**src/shared/plsr_regs.svh**
```systemverilog
// Register offsets, field positions, reset values for the link status bank
// Assumes byte addressing on a 32-bit APB bus
`ifndef PLSR_REGS_SVH
`define PLSR_REGS_SVH
`define PLSR_OFF_BUS_LOC     12'h140
`define PLSR_OFF_PHY_STAT    12'h144
`define PLSR_OFF_RP_CTRL     12'h148
`define PLSR_OFF_MSI_UPPER   12'h14C
`define PLSR_OFF_IRQ_STAT    12'h180
`define PLSR_OFF_IRQ_MASK    12'h184
`define PLSR_RESET_WORD      32'h0000_0000
`define PLSR_BIT_BRIDGE_EN   0
`define PLSR_BIT_ERR_NE      16
`define PLSR_BIT_ERR_OVF     17
`define PLSR_BIT_INT_NE      18
`define PLSR_BIT_INT_OVF     19
`define PLSR_BIT_LINK_UP     11
`define PLSR_BIT_RATE_G3     12
`define PLSR_BIT_X16         13
`define PLSR_IRQ_ERR_OVF     0
`define PLSR_IRQ_INT_OVF     1
`define PLSR_IRQ_LINK_DOWN   2
`define PLSR_IRQ_W           3
`endif

```
**src/shared/plsr_pkg.sv**
```systemverilog
// Types shared by the link status register bank
// Assumes the constants header is included by users needing numbers
package plsr_pkg;
    // Live link status from the integrated block
    typedef struct packed {
        logic       rate_gen2;   // 5.0 GT/s
        logic       rate_gen3;   // 8.0 GT/s, overrides gen2
        logic [1:0] width;       // x1..x8
        logic       width_x16;   // Overrides width
        logic [5:0] ltssm;       // Training state
        logic       link_up;     // In L0
    } plsr_phy_t;
    // Location reported by enumeration
    typedef struct packed {
        logic [7:0] bus;         // Bus number
        logic [4:0] dev;         // Device number
    } plsr_loc_t;
    // Queue status from the root port message queues
    typedef struct packed {
        logic err_not_empty;     // Error queue holds entry
        logic err_drop;          // Error message dropped, pulse
        logic int_not_empty;     // Interrupt queue holds entry
        logic int_drop;          // Interrupt message dropped, pulse
    } plsr_fifo_t;
    // APB request carrier
    typedef struct packed {
        logic        psel;
        logic        penable;
        logic        pwrite;
        logic [11:0] paddr;
        logic [31:0] pwdata;
    } plsr_apb_req_t;
endpackage

```
**src/hw/plsr_apb_slave.sv**
```systemverilog
// Zero-wait APB slave front end: decodes one access per transfer
// Assumes the bus master follows APB setup then access phase
`timescale 1ns/1ps
`default_nettype none
module plsr_apb_slave
    import plsr_pkg::*;
(
    input  wire logic          pclk,
    input  wire logic          presetn,
    input  wire plsr_apb_req_t req,
    output logic               wr_en,
    output logic               rd_en,
    output logic [11:0]        addr
);
    ////////////////////////////////////////////////////////////////////////
    // Access phase is the completing one while ce holds pready high; ce low stretches it
    assign wr_en = req.psel & req.penable & req.pwrite;
    assign rd_en = req.psel & ~req.penable & ~req.pwrite;
    assign addr  = {req.paddr[11:2], 2'h0};
endmodule
`default_nettype wire

```
**src/hw/plsr_edge_fall.sv**
```systemverilog
// Falling-edge detector for a synchronous level
// Assumes the input is already in the pclk domain
`timescale 1ns/1ps
`default_nettype none
module plsr_edge_fall
(
    input  wire logic pclk,
    input  wire logic presetn,
    input  wire logic ce,
    input  wire logic level,
    output logic      fell
);
    logic level_q;    // Previous sample
    ////////////////////////////////////////////////////////////////////////
    // Remember last level; frozen with clock enable
    always_ff @(posedge pclk or negedge presetn)
    begin
        if (!presetn)
            level_q <= 1'b0;
        else if (ce)
            level_q <= level;
    end
    assign fell = ce & level_q & ~level;
endmodule
`default_nettype wire

```
**src/hw/plsr_top.sv**
```systemverilog
// Link status, location, root port control and upper MSI address registers
// Assumes one pclk domain; status inputs are synchronous to pclk
`timescale 1ns/1ps
`default_nettype none
`include "plsr_regs.svh"
module plsr_top
    import plsr_pkg::*;
(
    input  wire logic        pclk,
    input  wire logic        presetn,
    input  wire logic        ce,
    input  wire logic        root_port_mode,
    input  wire logic        msi_64bit,
    input  wire logic        psel,
    input  wire logic        penable,
    input  wire logic        pwrite,
    input  wire logic [11:0] paddr,
    input  wire logic [31:0] pwdata,
    input  wire logic [3:0]  pstrb,
    output logic [31:0]      prdata,
    output logic             pready,
    output logic             pslverr,
    input  wire plsr_phy_t   phy,
    input  wire plsr_loc_t   loc,
    input  wire plsr_fifo_t  fifo,
    input  wire logic        axi_side_address_window_req,
    output logic             axi_side_address_window_pass,
    output logic             bridge_enable,
    output logic [7:0]       port_number,
    output logic [31:0]      msi_address_upper,
    output logic             irq
);
    ////////////////////////////////////////////////////////////////////////
    // Declarations
    plsr_apb_req_t req;              // Bundled bus request
    logic          wr_en;            // Write completes this cycle
    logic          rd_en;            // Setup of a read
    logic [11:0]   addr;             // Word-aligned address
    logic          link_fell;        // Link went up to down
    logic [7:0]    port_q;           // Port number
    logic          bren_q;           // Bridge enable
    logic          err_ovf_q;        // Error drop sticky
    logic          int_ovf_q;        // Interrupt drop sticky
    logic [31:0]   msi_q;            // Upper MSI address
    logic [`PLSR_IRQ_W-1:0] ist_q;   // Interrupt status
    logic [`PLSR_IRQ_W-1:0] imask_q; // Interrupt mask
    logic [`PLSR_IRQ_W-1:0] iev;     // Events this cycle
    logic [31:0]   rdata_d;          // Read mux
    logic          hit_d;            // Mapped address

    assign req = '{psel, penable, pwrite, paddr, pwdata};

    // Write one to clear, set wins over clear
    function automatic logic w1c(input logic cur, input logic set,
                                 input logic clr);
        w1c = set | (cur & ~clr);
    endfunction

    ////////////////////////////////////////////////////////////////////////
    // Submodules
    plsr_apb_slave u_apb
    (
        .pclk    (pclk),
        .presetn (presetn),
        .req     (req),
        .wr_en   (wr_en),
        .rd_en   (rd_en),
        .addr    (addr)
    );

    plsr_edge_fall u_fall
    (
        .pclk    (pclk),
        .presetn (presetn),
        .ce      (ce),
        .level   (phy.link_up),
        .fell    (link_fell)
    );

    ////////////////////////////////////////////////////////////////////////
    // Port number: endpoint ignores writes and reads zero
    always_ff @(posedge pclk or negedge presetn)
    begin
        if (!presetn)
            port_q <= 8'h00;
        else if (ce)
        begin
            if (!root_port_mode)
                port_q <= 8'h00;
            else if (wr_en && addr == `PLSR_OFF_BUS_LOC && pstrb[2])
                port_q <= pwdata[23:16];
        end
    end

    ////////////////////////////////////////////////////////////////////////
    // Bridge enable; link loss beats a software set in the same cycle
    always_ff @(posedge pclk or negedge presetn)
    begin
        if (!presetn)
            bren_q <= 1'b0;
        else if (ce)
        begin
            if (!root_port_mode || link_fell)
                bren_q <= 1'b0;
            else if (wr_en && addr == `PLSR_OFF_RP_CTRL && pstrb[0])
                bren_q <= pwdata[`PLSR_BIT_BRIDGE_EN];
        end
    end

    ////////////////////////////////////////////////////////////////////////
    // Queue overflow stickies; drops only counted in root port mode
    always_ff @(posedge pclk or negedge presetn)
    begin
        if (!presetn)
        begin
            err_ovf_q <= 1'b0;
            int_ovf_q <= 1'b0;
        end
        else if (ce)
        begin
            err_ovf_q <= root_port_mode & w1c(err_ovf_q, fifo.err_drop,
                wr_en && addr == `PLSR_OFF_RP_CTRL && pstrb[2]
                && pwdata[`PLSR_BIT_ERR_OVF]);
            int_ovf_q <= root_port_mode & w1c(int_ovf_q, fifo.int_drop,
                wr_en && addr == `PLSR_OFF_RP_CTRL && pstrb[2]
                && pwdata[`PLSR_BIT_INT_OVF]);
        end
    end

    ////////////////////////////////////////////////////////////////////////
    // Upper MSI address, byte-lane writes, root port only
    always_ff @(posedge pclk or negedge presetn)
    begin
        if (!presetn)
            msi_q <= `PLSR_RESET_WORD;
        else if (ce)
        begin
            if (!root_port_mode)
                msi_q <= `PLSR_RESET_WORD;
            else if (wr_en && addr == `PLSR_OFF_MSI_UPPER)
            begin
                for (int b = 0; b < 4; b++)
                    if (pstrb[b])
                        msi_q[8*b +: 8] <= pwdata[8*b +: 8];
            end
        end
    end

    ////////////////////////////////////////////////////////////////////////
    // Interrupt status and mask
    assign iev = {link_fell, fifo.int_drop & root_port_mode,
                  fifo.err_drop & root_port_mode};

    always_ff @(posedge pclk or negedge presetn)
    begin
        if (!presetn)
        begin
            ist_q   <= '0;
            imask_q <= '0;
        end
        else if (ce)
        begin
            for (int i = 0; i < `PLSR_IRQ_W; i++)
                ist_q[i] <= w1c(ist_q[i], iev[i],
                    wr_en && addr == `PLSR_OFF_IRQ_STAT && pstrb[0]
                    && pwdata[i]);
            if (wr_en && addr == `PLSR_OFF_IRQ_MASK && pstrb[0])
                imask_q <= pwdata[`PLSR_IRQ_W-1:0];
        end
    end

    ////////////////////////////////////////////////////////////////////////
    // Read mux; reserved bits are zero by construction
    always_comb
    begin
        rdata_d = 32'h0000_0000;
        hit_d   = 1'b1;
        unique case (addr)
            `PLSR_OFF_BUS_LOC:
                rdata_d = {8'h00, port_q, loc.bus, loc.dev,
                           3'h0};
            `PLSR_OFF_PHY_STAT:
            begin
                rdata_d[0]   = phy.rate_gen2;
                rdata_d[2:1] = phy.width;
                rdata_d[8:3] = phy.ltssm;
                rdata_d[`PLSR_BIT_LINK_UP]  = phy.link_up;
                rdata_d[`PLSR_BIT_RATE_G3]  = phy.rate_gen3;
                rdata_d[`PLSR_BIT_X16]      = phy.width_x16;
            end
            `PLSR_OFF_RP_CTRL:
                if (root_port_mode)
                begin
                    rdata_d[`PLSR_BIT_BRIDGE_EN] = bren_q;
                    rdata_d[`PLSR_BIT_ERR_NE]  = fifo.err_not_empty;
                    rdata_d[`PLSR_BIT_ERR_OVF] = err_ovf_q;
                    rdata_d[`PLSR_BIT_INT_NE]  = fifo.int_not_empty;
                    rdata_d[`PLSR_BIT_INT_OVF] = int_ovf_q;
                end
            `PLSR_OFF_MSI_UPPER:
                rdata_d = msi_64bit ? msi_q : 32'h0000_0000;
            `PLSR_OFF_IRQ_STAT:
                rdata_d[`PLSR_IRQ_W-1:0] = ist_q;
            `PLSR_OFF_IRQ_MASK:
                rdata_d[`PLSR_IRQ_W-1:0] = imask_q;
            default:
                hit_d = 1'b0;
        endcase
    end

    ////////////////////////////////////////////////////////////////////////
    // APB answer registered in setup, so pready holds high in access
    always_ff @(posedge pclk or negedge presetn)
    begin
        if (!presetn)
        begin
            prdata  <= 32'h0000_0000;
            pslverr <= 1'b0;
        end
        else if (ce && psel && !penable)
        begin
            prdata  <= rd_en ? rdata_d : 32'h0000_0000;
            pslverr <= ~hit_d;
        end
    end

    // Ready: registered high once out of reset; ce low stalls the bus
    always_ff @(posedge pclk or negedge presetn)
    begin
        if (!presetn)
            pready <= 1'b0;
        else
            pready <= ce;
    end

    ////////////////////////////////////////////////////////////////////////
    // Registered outputs
    always_ff @(posedge pclk or negedge presetn)
    begin
        if (!presetn)
        begin
            axi_side_address_window_pass <= 1'b0;
            bridge_enable     <= 1'b0;
            port_number       <= 8'h00;
            msi_address_upper <= 32'h0000_0000;
            irq               <= 1'b0;
        end
        else if (ce)
        begin
            axi_side_address_window_pass <=
                axi_side_address_window_req & bren_q;
            bridge_enable     <= bren_q;
            port_number       <= port_q;
            msi_address_upper <= msi_q;
            irq               <= |(ist_q & imask_q);
        end
    end

    ////////////////////////////////////////////////////////////////////////
    // Checks
    a_link_down_clr: assert property (@(posedge pclk) disable iff (!presetn)
        ce && link_fell |=> !bren_q)
        else $error("bridge enable survived link down");
    a_pass_gated: assert property (@(posedge pclk) disable iff (!presetn)
        axi_side_address_window_pass |-> $past(bren_q))
        else $error("window passed while bridge disabled");
    a_err_sticky: assert property (@(posedge pclk) disable iff (!presetn)
        ce && root_port_mode && fifo.err_drop |=> err_ovf_q)
        else $error("error drop not recorded");
    a_int_sticky: assert property (@(posedge pclk) disable iff (!presetn)
        ce && root_port_mode && fifo.int_drop |=> int_ovf_q)
        else $error("interrupt drop not recorded");
    a_err_hold: assert property (@(posedge pclk) disable iff (!presetn)
        err_ovf_q && ce && root_port_mode && !wr_en |=> err_ovf_q)
        else $error("error sticky lost without a clear");
    a_port_ep_zero: assert property (@(posedge pclk) disable iff (!presetn)
        ce && !root_port_mode |=> port_q == 8'h00)
        else $error("port number nonzero in endpoint");
    a_msi_ep_zero: assert property (@(posedge pclk) disable iff (!presetn)
        ce && !root_port_mode |=> msi_q == 32'h0000_0000)
        else $error("upper MSI held in endpoint");
    a_rp_read_zero: assert property (@(posedge pclk) disable iff (!presetn)
        rd_en && !root_port_mode && addr == `PLSR_OFF_RP_CTRL
        |-> rdata_d == 32'h0000_0000)
        else $error("root port register visible in endpoint");
    a_loc_func: assert property (@(posedge pclk) disable iff (!presetn)
        addr == `PLSR_OFF_BUS_LOC |-> rdata_d[2:0] == 3'h0)
        else $error("function number not zero");
    a_msi32_zero: assert property (@(posedge pclk) disable iff (!presetn)
        addr == `PLSR_OFF_MSI_UPPER && !msi_64bit
        |-> rdata_d == 32'h0000_0000)
        else $error("upper MSI visible in 32-bit mode");
endmodule
`default_nettype wire

```
**config.mk**
```make
export PLATFORM = sky130hd
export DESIGN_NAME = plsr_top
export DESIGN_NICKNAME = d
export VERILOG_FILES = /design/src/shared/plsr_pkg.sv /design/src/hw/plsr_apb_slave.sv /design/src/hw/plsr_edge_fall.sv /design/src/hw/plsr_top.sv
export VERILOG_INCLUDE_DIRS = /design/src /design/src/shared
export SDC_FILE = /design/constraint.sdc
export NUM_CORES = 1
export LEC_CHECK = 0
export BUFFER_PORTS_ARGS = -buffer_cell sky130_fd_sc_hd__buf_4
export CAP_MARGIN = 20
export CORE_MARGIN = 2
export CORE_UTILIZATION = 55
export DETAILED_ROUTE_END_ITERATION = 16
export GPL_TIMING_DRIVEN = 0
export PLACE_DENSITY_LB_ADDON = 0.12
export SLEW_MARGIN = 15
export SYNTH_ARGS = -nofsm -noshare
export SYNTH_HDL_FRONTEND = slang
export SYNTH_SLANG_ARGS = --single-unit
```
**constraint.sdc**
```tcl
create_clock -name pclk -period 1.53 [get_ports pclk]
set_input_delay 0.0765 -clock pclk [delete_from_list [all_inputs] [get_ports pclk]]
set_output_delay 0.0765 -clock pclk [all_outputs]
set_load 0.05 [all_outputs]
```
==> results of run 1 <==
[report_power, final]
group	total [W]	switching (W)	internal, W
logic	0.000695	0.000357	0.000338
clock network	0.00413	0.00148	0.00266
registers	0.00339	0.0000101	0.00338
total	0.00822	0.00185	0.00637
[stage by stage]
stage | util | TNS (ns) | setup slack (ns)
6_report | 0.830 | 0 | 0.0428
5_1_grt | 0.830 | 0 | 0.00946
4_1_cts | 0.830 | 0 | 0.0521
3_5_place_dp | 0.708 | -23.20 | -0.354
3_3_place_gp | 0.704 | -21.78 | -0.314
2_1_floorplan | - | 0 | 0.00802
[synthesized netlist by cell type, types with 4 or more instances]
cell and count:
sky130_fd_sc_hd__and2_0 8, sky130_fd_sc_hd__a221o_1 14, sky130_fd_sc_hd__mux2i_1 19, sky130_fd_sc_hd__a2bb2oi_1 4, sky130_fd_sc_hd__buf_2 8, sky130_fd_sc_hd__mux2_2 45
sky130_fd_sc_hd__inv_1 6, sky130_fd_sc_hd__nor3_1 11, sky130_fd_sc_hd__o2bb2ai_1 8, sky130_fd_sc_hd__and3_1 7, sky130_fd_sc_hd__a31oi_1 5, sky130_fd_sc_hd__nand3_1 5
sky130_fd_sc_hd__a22o_1 32, sky130_fd_sc_hd__o21ai_0 11, sky130_fd_sc_hd__nand2_1 19, sky130_fd_sc_hd__a22oi_1 4, sky130_fd_sc_hd__nor2_1 10, sky130_fd_sc_hd__clkbuf_1 11
sky130_fd_sc_hd__a32o_1 8, sky130_fd_sc_hd__dfrtp_1 127, sky130_fd_sc_hd__a21oi_1 11
[registers in the layout, indices dropped and copies added (netlist names)]
register,flops
bridge_enable,1
ist_q,3
err_ovf_q,1
msi_address_upper,32
prdata,32
pready,1
irq,1
axi_side_address_window_pass,1
bren_q,1
imask_q,3
int_ovf_q,1
u_fall.level_q,1
pslverr,1
port_number,8
msi_q,32
port_q,8
[tightest hold or removal path: cells and delay by family]
kind	cells	cell delay, ns
buffers and inverters	1	0.08
AOI/OAI and AO/OA	3	0.35
[logic make-up after synthesis]
| family | synth area share |
|---|---|
| AOI/OAI and AO/OA | 0.166 |
| muxes | 0.126 |
| buffers and inverters | 0.0256 |
| and+or+nand+nor | 0.107 |
| DFF | 0.575 |
[routing by layer]
| layer | global-route usage | part of all wire |
|---|---|---|
| met1 | 0.425 | 0.42 |
| met2 | 0.511 | 0.49 |
| met3 | 0.0721 | 0.069 |
| met4 | 0.107 | 0.020 |
| met5 | 0 | 0 |
[worst min-delay path by stage]
stage	to	cells past startpoint	startpoint	slack (ns)
3_3_place_gp	pready	1	ce	0.21
6_report	prdata[2]	4	phy[9]	0.02
2_1_floorplan	axi_side_address_window_pass	0	presetn	-0.22
5_1_grt	prdata[2]	4	phy[9]	0.02
3_5_place_dp	msi_address_upper[8]	1	presetn	0.02
4_1_cts	prdata[12]	4	loc[9]	0.006
[cell type report]
type,instances,area (um2),area share
well taps,133,166,0.0205
repair buffers,220,1830,0.225
multi-input cells,272,2210,0.272
inverters,7,26.3,0.00324
plain buffers,24,118,0.0145
clock buffers,18,428,0.0527
clock inverters,12,169,0.0208
flip-flops and latches,127,3180,0.392
[cells in the final DEF, fill, tap and decap left out, types with 7 or more instances in the layout]
cell	instances
sky130_fd_sc_hd__buf_2	8
sky130_fd_sc_hd__buf_4	160
sky130_fd_sc_hd__mux2i_1	19
sky130_fd_sc_hd__nand2_1	19
sky130_fd_sc_hd__o21ai_0	11
sky130_fd_sc_hd__dfrtp_1	127
sky130_fd_sc_hd__clkbuf_16	16
sky130_fd_sc_hd__nor2_1	10
sky130_fd_sc_hd__a221o_1	14
sky130_fd_sc_hd__a32o_1	8
sky130_fd_sc_hd__mux2_2	45
sky130_fd_sc_hd__clkbuf_1	9
sky130_fd_sc_hd__nor3_1	11
sky130_fd_sc_hd__a21oi_1	11
sky130_fd_sc_hd__o2bb2ai_1	8
sky130_fd_sc_hd__dlygate4sd3_1	60
sky130_fd_sc_hd__and3_1	7
sky130_fd_sc_hd__a22o_1	32
sky130_fd_sc_hd__and2_0	8
[repair_timing]
action	in CTS	in global routing
hold endpoints to repair	190	0
setup endpoints to repair	0	5
hold buffers	60	0
resized for setup	0	4
==> results.md, run 1 <==
- The run finished with clean final reports.
- The top cell type's share of synthesized area is 0.575.
- CTS built an H-tree with a depth of 4.
- Power comes to between 0.008 and 0.009 W.
- Across the VDD grid, the largest voltage drop is about 0.9 mV.
- For this configuration, the core starts out at a cell density of 0.565.
- The fraction of registers with async set/reset is 1.00.
- Wires add up to approximately 17000 um.
- The global-route wire length before repair is between 20000 and 30000 um.
- The critical setup path kind is input port to flop.
- In this run the clock root is driven by a sky130_fd_sc_hd__clkbuf_8.
- The share of the Yosys chip area taken by registers is 0.575.
- Hold timing on the final database bottoms out at a slack of roughly 0.022 ns.
- The first detailed-routing pass took 5 iterations.
- In this run the register-to-register setup slack is around 0.44 ns.
- The longest individual stage delay on the worst path is 0.57 ns.
- Setup repair after global routing left no endpoint under its margin.
- The power density normalized to cell area is ~1000 nW/um2.
- Of all nets on the critical path, the largest fanout is 5.
- After synthesis the cells add up to 5530 um2.
- After synthesis, the netlist uses a little under 60 different library cells.
- The average routed wire per standard cell is between 20 and 25 um.
- The worst slew slack as a fraction of its limit is 0.416.
- The area enclosed by the die boundary is around 11000 um2.
- For this run, the top clock speed supported by timing is ~0.67 GHz.
- The startpoint identified for the worst register-to-register timing path is bren_q.
- The number of max-slew violations in the final report is 0.
- Relative to the synthesized area, the layout overhead comes to 46.9%.
- The most critical setup path has its startpoint at paddr[6].
- The library cell with the largest summed area after synthesis is sky130_fd_sc_hd__dfrtp_1.
- The number of buffers and inverters on the critical path is 2.
- The number of nets produced by synthesis is around 520.
- The congestion estimate from routability-driven global placement came to between 0.9 and 1.
- In the routed design, unresolved DRC markers number 0.
- The worst register-to-register path ends at prdata[0].
- The post-CTS setup repair buffer count is 0.
- In this run, synthesis produced a sequential element count of 127.
- Data on the critical path is required at its endpoint by about 1.9 ns.
- The non-filler instance count after layout is 813.
- The initial antenna violation count is 0.
- The number of antenna diodes is 0.
- Walking the worst path, the cells encountered are buf_4 > dlygate4sd3_1 > or3_4 > nor3_4 > mux2_2.
- The sort of element at the end of the critical path is a flop.
- The number of vias after detailed routing is roughly 4800.
- The number of flops mapped to enable cells by yosys is 0.
- Setup violations remaining at the end of the flow were counted as 0.
- The via count of the first global-routing pass was about 5000.
- For the worst flop-to-flop path, the logic depth is 4.
- The total global routing track utilization is 0.316.
- The final instance area is between 8000 and 9000 um2.
- The synthesized area per cell is 12.8 um2.
- The cell family contributing the most delay on the critical path is simple AND/OR/NAND/NOR gates.
- Yosys attributes the largest share of cell area to sky130_fd_sc_hd__dfrtp_1 (58%), sky130_fd_sc_hd__mux2_2 (9.2%), sky130_fd_sc_hd__a22o_1 (5.1%).
- Port buffering added 159 buffers.
- Across the routed clock network, the largest skew measured is approximately 0.0079 ns.
- Entering global routing, the biggest net connects 86 pins.
- Max-cap violations in this run came to 0.
- The number of nets in the layout is about 760.
- The final-layout fill cell count is about 550.
- The DRC violation total after the first TritonRoute iteration is 408.
- Counting the buffers created by CTS gives 17.
- The count of antenna-violating nets left after detailed routing is 0.
- Dividing the final minimum period by the clock period gives 0.972.
- The arrival time of data at the critical path endpoint is about 1.9 ns.
- The clock latency reported for the late side of the worst-skew pair is about 0.52 ns.
- After clock tree synthesis, the clock-pin slew on the worst setup and hold paths is approximately 0.06 ns.
- The post-place instance area is around 7000 um2.
- The classification of the worst-slack hold path is input port to flop.
- The vias per cell is around 5.9.
- Counting buffers and inverters, the worst setup path is 5 cells deep.
- After technology mapping, the gate count stands at 430.
- The placement row count is 36.
- The floorplan step defined a core boundary enclosing 9770 um2.
- The transition time at the pin with the least slew margin is 0.865 ns.
- The hold violation count in the final report was 0.
- TritonCTS built the clock tree.
- The Yosys step of the flow raised 0 warnings.
- The slowest library cell on the worst path is sky130_fd_sc_hd__dlygate4sd3_1.
- The startpoint type of the worst setup path is an input port.
- The die is ~100 um tall.
- In this run the static leakage power is 4.05 nW.
- The die boundary width is between 100 and 150 um.
- The number of sinks driven by the clock tree is approximately 130.
- The capturing instance or port of the critical path is imask_q[0].
- The placed instance count is 723.
- The top-level I/O count is ~160.
- The maximum buffer depth of the clock tree is 2.
- After global routing the overflow that remains totals 0.
- Of the cells placed in the final design, the portion with a size suffix greater than 1 is 0.382.
- The sum of net half-perimeters after detailed placement is around 11000 um.
- The most used flip-flop cell after synthesis is sky130_fd_sc_hd__dfrtp_1.
- The clock period minus final worst setup slack is 1.49 ns.
No activity file was read; power rests on OpenSTA's default activity.
==> run 2: changes to the inputs <==
--- a/config.mk
+++ b/config.mk
@@ -6,6 +6,7 @@
 export SDC_FILE = /design/constraint.sdc
 export NUM_CORES = 1
 export LEC_CHECK = 0
+export ABC_AREA = 1
 export BUFFER_PORTS_ARGS = -buffer_cell sky130_fd_sc_hd__buf_4
 export CAP_MARGIN = 20
 export CORE_MARGIN = 2
==> run 2 against run 1 <==
- die area is 10% higher
- sequential power is 14% higher
- worst setup slack improved by 0.059 ns
- via count up 37%
==> results.md, run 2 <==
- The flow ran to the end, and the final reports show no timing, DRC or antenna violations.
- The post-synthesis instance total is 789.
- The worst setup path is launched from an input port.
- Of the cells placed in the final design, the portion with a size suffix greater than 1 is 0.223.
- The met1 usage in global routing is 0.455.
- The via count of the first global-routing pass is 6706.
- The total of warnings raised by yosys is 0.
- Power spread over the standard cell area amounts to 1170 nW/um2.
- A synthesized cell averages 7.74 um2.
- 163 I/O pins were placed.
- The core region is roughly 11000 um2.
- Setup violations remaining at the end of the flow were counted as 0.
- The tree built by TritonCTS fans out to around 130 sinks.
- Entering global routing, the biggest net connects between 60 and 70 pins.
- The hold violation count in the final report came to 0.
- The number of detailed-route iterations in the first pass is 5.
- Of the total power, combinational logic draws 0.176.
- Input and output buffers added on the ports amount to around 160.
- In this run the tightest slew margin relative to its limit is 0.588.
- The number of vias after detailed routing is around 6600.
- The end-of-flow core utilization is 0.821.
- The H-tree generated during clock tree synthesis spans 4 levels.
- The register bit count reported by yosys is 127.
- The total global routing track utilization is 0.370.
- In the synthesized netlist the dominant register cell turns out to be sky130_fd_sc_hd__dfrtp_1.
- The worst setup path is captured at a flop.
- The leakage component of the power is ~4.9 nW.
- The largest registers in the layout are msi_address_upper x32, msi_q x32, prdata x32.
- At the placement stage, the worst setup path has a slack of -0.397 ns.
- Clock skew on the completed layout was measured at 0.0123 ns.
- The clock latency reported for the late side of the worst-skew pair is roughly 0.54 ns.
- The non-filler instance count after layout is 1191.
- The floorplan step set the die height to 109 um.
- The clock share of power is 0.452.
- The area enclosed by the die boundary is around 12000 um2.
- Synthesis produced a netlist with a net count of around 880.
- After clock tree synthesis, the setup repair step added 0 buffers.
- The floorplan step set the die width to 109 um.
- The period utilization is 0.934.
- In this run, distinct cell masters in the synthesized netlist total 26.
- Data on the critical path arrives at its endpoint at roughly 1.9 ns.
- The post-synth design cell area is a little over 6000 um2.
- The initial antenna violation count came to 1.
- Sorting the synthesized cells by area gives the leading types as sky130_fd_sc_hd__dfrtp_1 (52%), sky130_fd_sc_hd__nand2_1 (24%), sky130_fd_sc_hd__nand3_1 (5.2%).
- Routability-driven placement finished with a final weighted congestion of approximately 0.90.
- The sum of net half-perimeters after detailed placement is roughly 14000 um.
- The first global-routing pass estimated between 30000 and 40000 um of wire.
- The first routing iteration left 711 violations.
- In this run the worst hold path is classified as input port to flop.
- STA puts the critical path data required time at around 2 ns.
- TritonCTS created 17 clock buffers.
- The number of nets in the layout is about 1100.
- The global routing's busiest layer is met2.
- Of all nets on the critical path, the largest fanout is 9.
- The clock passes through at most 2 buffers.
- The final instance area is 8900 um2.
- The most common cell after layout, fill and taps aside is sky130_fd_sc_hd__nand2_1.
- The cell-internal power is between 0.007 and 0.008 W.
- The starting density of the core is 0.563.
- The sequential cell area fraction in the yosys report is 0.520.
- The clock period minus final worst setup slack is roughly 1.4 ns.
- Of the post-synthesis cell area, the dominant cell type holds 0.520.
- In the routed design, unresolved DRC markers number 0.
- After routing, the total negative slack on setup checks comes to 0 ns.
- The switching share of power is 0.286.
- The number of max-slew violations in the final report is 0.
- The cell sitting at the root of the clock tree is a sky130_fd_sc_hd__clkbuf_8.
- The overflow left after global routing is 0.
- The count of antenna-violating nets left after detailed routing is 0.
- The library cell with the largest summed area after synthesis is sky130_fd_sc_hd__dfrtp_1.
- For the pin with the worst max-slew slack, the measured transition is slightly above 0.6 ns.
- Counting instances in the post-synthesis netlist gives the leading cell types as sky130_fd_sc_hd__nand2_1 (392), sky130_fd_sc_hd__dfrtp_1 (127), sky130_fd_sc_hd__nand3_1 (63).
- The average routed wire per standard cell is 18.0 um.
- The vias per cell is between 5 and 6.
- In the layout the commonest cells are sky130_fd_sc_hd__nand2_1 (392), sky130_fd_sc_hd__buf_4 (165), sky130_fd_sc_hd__dfrtp_1 (127).
- In the synthesized netlist the async set-or-reset flop fraction comes to 1.00.
- By instance count, the leading cell after synthesis is sky130_fd_sc_hd__nand2_1.
- The post-synthesis to final-layout area growth is 45.7%.
- For this design the total switching power over the nets is around 0.003 W.
- The clock input transition at the sequential cells of the worst setup and hold paths is ~0.06 ns.
- Row generation in the floorplan step produced 38 rows.
- The number of placed instances, taps included, is ~1100.
- Setup repair after global routing left no endpoint under its margin.
- The total of max-cap violations is 0.
- For met2 alone, demand over resource in global routing was 0.619.
- The critical setup path kind is input port to flop.
- The total routed wirelength is around 21000 um.
- Static timing analysis puts the maximum clock frequency at ~0.70 GHz.
- The final worst-path setup slack is roughly 0.1 ns.
- The number of flops mapped to enable cells by yosys is 0.
- In the global route stage, met3 resource usage came out at 0.0919.
- The maximum VDD drop is 0.851 mV.
- TritonCTS built the clock tree.
- The post-place instance area is around 7500 um2.
- The sequential cell fraction of total power is 0.372.
-- run 2: changes by cell type in the layout (fill, tap and decap cells not counted), sizes merged, moves of 12 or more --
cell | before | now
nor2 | 10 | 23
nor3 | 14 | 2
a221o | 14 | 0
nand2 | 19 | 397
nand4 | 3 | 42
inv | 6 | 60
nand3 | 6 | 69
mux2 | 45 | 0
a22o | 32 | 0
mux2i | 19 | 0
-- run 2: worst paths after layout --
path                                    to      start  slack [ns]  cells after the start
worst min register to register   port_q[7]  port_q[7]        0.47                      2
worst max-delay path            prdata[19]    penable        0.10                      8
max in group asynchronous        msi_q[22]    presetn        0.72                      3
worst min-delay path             msi_q[23]         ce        0.04                      4
worst max register to register   int_ovf_q  int_ovf_q        0.23                      5
min in group asynchronous       prdata[26]    presetn        0.09                      2
-- run 2: power by group through the flow --
stage | logic (W) | registers, W | clock network, W
final | 0.00183 | 0.00386 | 0.00468
after global routing | 0.00195 | 0.00388 | 0.00484
after CTS | 0.00180 | 0.00385 | 0.00468
after detailed placement | 0.00163 | 0.00390 | 0
after global placement | 0.00160 | 0.00389 | 0
after floorplan | 0.000469 | 0.00436 | 0
-- run 2: per-layer routing --
layer	routed length, um	vias up	part of all wire
met5	0	-	0
met4	622	0	0.029
met3	1840	66	0.086
met2	10800	387	0.50
met1	8170	3166	0.38
li1	-	2995	-
-- run 2: cells by family (layout without fill, tap and decap cells) --
group           count (synthesis)  in the layout  synth area share
other cells                     0              1                 0
flops                         127            127             0.520
simple gates                  536            536             0.380
compound gates                 29             29            0.0268
buf+inv                        97            358            0.0727
-- run 2: layout make-up --
class | count | area (um2)
antenna | 1 | 2.50
buffer | 39 | 226
clock buffer | 20 | 455
clock inverter | 12 | 228
fill | 649 | 1940
inverter | 58 | 218
multi-input combinational | 565 | 2490
sequential | 127 | 3180
tap | 140 | 175
timing repair buffer | 229 | 1920
-- run 2: timing repair --
| action | CTS | global route |
|---|---|---|
| hold buffers | 70 | 0 |
| endpoints found under the setup margin | 0 | 11 |
| gates resized for setup | 0 | 3 |
| hold endpoints to repair | 136 | 0 |
-- run 2: per-stage QoR --
step / total power, W / hold WS, ns
2_1_floorplan: 0.00483 / -0.219
3_3_place_gp: 0.00548 / 0.255
3_5_place_dp: 0.00553 / 0.0934
4_1_cts: 0.0103 / 0.0446
5_1_grt: 0.0107 / 0.0665
6_report: 0.0104 / 0.0446
-- run 2: worst max-delay path, cell delays in order --
cell and delay [ns]:
sky130_fd_sc_hd__buf_4 0.13, sky130_fd_sc_hd__nor2_1 0.14, sky130_fd_sc_hd__nand2_1 0.36, sky130_fd_sc_hd__nor2_4 0.44, sky130_fd_sc_hd__inv_1 0.17, sky130_fd_sc_hd__a21oi_1 0.38
sky130_fd_sc_hd__nand2_1 0.14, sky130_fd_sc_hd__nand2_1 0.08
==> run 3: changes to the inputs <==
==> constraint.sdc (replaced) <==
create_clock -name pclk -period 1.7 [get_ports pclk]
set_input_delay 0.085 -clock pclk [delete_from_list [all_inputs] [get_ports pclk]]
set_output_delay 0.085 -clock pclk [all_outputs]
set_load 0.05 [all_outputs]
==> run 3 against run 2 <==
- wire length hardly changed
- utilization is 0.13 points lower
- cell count stayed put
- clock power is 10% lower
- first-iteration DRC count is 5.5% higher
- clock skew is 0.0044 ns lower
- non-clock buffer count stayed put
- critical path depth is 3 lower
- largest cell class unchanged
==> results.md, run 3 (synthesized netlist as in run 2, its figures left out) <==
- The final-layout fill cell count is about 640.
- The overflow left after global routing is 0.
- The critical setup path kind is flop to flop.
- The area enclosed by the die boundary is roughly 12000 um2.
- The clock period minus final worst setup slack is about 1.5 ns.
- The classification of the worst-slack hold path is input port to flop.
- Of the total power, the share spent switching nets is 0.286.
- The total clock buffers created by CTS is 17.
- Setup violations remaining at the end of the flow were counted as 0.
- The starting density of the core is 0.563.
- For this run, the total global-route usage over all layers was measured as 0.370.
- Entering global routing, the biggest net connects between 60 and 70 pins.
- The area of combinational cells with multiple inputs is approximately 2500 um2.
- The first global-routing pass estimated 33100 um of wire.
- In the finished design, the share of the clock period the worst path needs comes to 0.889.
- The number of max-slew violations in the final report is 0.
- The power density normalized to cell area is 1050 nW/um2.
- The final-layout setup total negative slack is 0 ns.
- Along the worst hold path, the cell count comes to 4.
- The number of H-tree levels is 4.
- The flow ran to the end, and the final reports show no timing, DRC or antenna violations.
- The clock net in this run drives a total of 127 sinks.
- STA classifies the critical path startpoint as a flop.
- The maximum VDD drop is roughly 0.77 mV.
- Compared with the post-synthesis result, the final layout area differs by 45.4%.
- The arrival time of data at the critical path endpoint is between 1.5 and 2 ns.
- Along the worst path, the maximum fanout reaches 4.
- For this run, the detailed router's first-pass iteration total came to 6.
- Summing all flip-flop and latch instances after layout gives 3180 um2.
- The total of max-cap violations is 0.
- The leakage component of the power is slightly below 5 nW.
- The sequential cell fraction of total power is 0.373.
- The largest registers in the layout are msi_address_upper x32, msi_q x32, prdata x32.
- For hold timing, the worst endpoint is msi_q[23].
- The worst slew slack as a fraction of its limit is 0.585.
- Setup repair after global routing left no endpoint under its margin.
- The clock input transition at the sequential cells of the worst setup and hold paths is about 0.060 ns.
- The end-of-flow core utilization is 0.819.
- The end of the worst register-to-register path is prdata[0].
- The worst slack at placement is -0.236 ns.
- The reg-to-reg setup timing slack is 0.19 ns.
- The maximum clock rate is ~0.66 GHz.
- The die boundary height is 109 um.
- For this block, the initial DRC count from the detailed router was 750.
- Clock skew on the completed layout was measured at 0.00795 ns.
- The logic gate share of total power is 0.176.
- The count of antenna-violating nets left after detailed routing is 0.
- The fraction of layout instances using a drive strength above 1 is 0.224.
- In the layout the commonest cells are sky130_fd_sc_hd__nand2_1 (392), sky130_fd_sc_hd__buf_4 (167), sky130_fd_sc_hd__dfrtp_1 (127).
- The TritonCTS clock tree is yes.
- The critical path data required time is 2.13 ns.
- No sink is reached through more buffers than the 2 on the longest clock path.
- The library cell used as clock root buffer is sky130_fd_sc_hd__clkbuf_8.
- The worst setup path is captured at a flop.
- For this design the total switching power over the nets is 0.00267 W.
- The cell-internal power is ~0.0067 W.
- The transition time at the pin with the least slew margin is about 0.62 ns.
- The die boundary width is 109 um.
- Once detailed placement completed, the half-perimeter wirelength came to about 14000 um.
- The share of total power dissipated in the clock network is 0.451.
- The most common cell after layout, fill and taps aside is sky130_fd_sc_hd__nand2_1.
- Port buffering added roughly 160 buffers.
- 163 I/O pins were placed.
- The placed instance count is ~1100.
- The non-filler instance count after layout is 1191.
- The initial antenna violation count was 1.
- At the end of routability-driven placement, the weighted congestion stood at between 0.9 and 1.
- The completed layout was analyzed and its total power is 0.00933 W.
- The final worst-path setup slack is about 0.19 ns.
- The placement row count is 38.
- The hold violation count in the final report is 0.
- The number of nets in the layout is between 1000 and 1500.
- The number of cells traversed by the worst register-to-register path is 5.
- The clock reaches the later pin of the worst-skew pair after 0.53 ns.
- The via count of the first global-routing pass was about 6700.
- In the routed layout, each cell is associated on average with a via count of 5.55.
- The average routed wire per standard cell is approximately 18 um.
- The launch instance of the worst register-to-register path is bren_q.
- Summed over all layers, the routed wires come to between 20000 and 25000 um.
- Detailed routing inserted a total of approximately 6600 vias.
- After detailed routing, the number of remaining DRC violations is 0.
- After floorplanning, the core was sized to cover 10800 um2.
- In this run the most critical hold path is launched from ce.
## run 3: timing repair
item | CTS | global route
hold endpoints to repair | 135 | 0
hold buffers | 68 | 0
gates resized for setup | 0 | 2
setup buffers | 0 | 2
endpoints found under the setup margin | 0 | 5
## run 3: worst max-delay path: stages (launching register included)
cell	delay, ns
sky130_fd_sc_hd__dfrtp_1	0.43
sky130_fd_sc_hd__nand3_1	0.10
sky130_fd_sc_hd__o21ai_0	0.07
sky130_fd_sc_hd__o21ai_0	0.17
sky130_fd_sc_hd__dlygate4sd3_1	0.59
sky130_fd_sc_hd__nand2_1	0.05
## run 3: layout make-up
cell class | count | share of cell area
clock buffer | 20 | 0.0513
tap | 140 | 0.0197
buffer | 39 | 0.0256
inverter | 58 | 0.0245
antenna | 1 | 0.000282
sequential | 127 | 0.358
multi-input combinational | 565 | 0.280
clock inverter | 12 | 0.0256
timing repair buffer | 229 | 0.215
## run 3: how the worst max path moves through the flow
stage,to,cells past startpoint,start
after CTS,int_ovf_q,7,ce
final,prdata[0],5,bren_q
after global routing,int_ovf_q,10,paddr[9]
after global placement,prdata[3],8,penable
after floorplan,msi_q[0],7,paddr[11]
after detailed placement,prdata[13],8,penable
## run 3: stage by stage
| stage | area, um2 | hold slack (ns) |
|---|---|---|
| after floorplan | 6110 | -0.211 |
| after global placement | 7470 | 0.264 |
| after detailed placement | 7500 | 0.102 |
| after CTS | 8860 | 0.0536 |
| after global routing | 8880 | 0.0764 |
| final | 8880 | 0.0635 |
## run 3: metal layers
layer,share of wire,vias to the layer above,wire length [um],GRT usage
li1,-,2992,-,-
met1,0.38,3158,8200,0.457
met2,0.50,378,10700,0.619
met3,0.084,83,1800,0.0913
met4,0.033,0,700,0.161
met5,0,-,0,0
## run 3: power by group through the flow
stage / sequential [W] / combinational (W) / clock, W
3_3_place_gp: 0.00350 / 0.00144 / 0
3_5_place_dp: 0.00351 / 0.00147 / 0
6_report: 0.00348 / 0.00164 / 0.00421
4_1_cts: 0.00346 / 0.00161 / 0.00421
2_1_floorplan: 0.00392 / 0.000422 / 0
5_1_grt: 0.00350 / 0.00175 / 0.00436
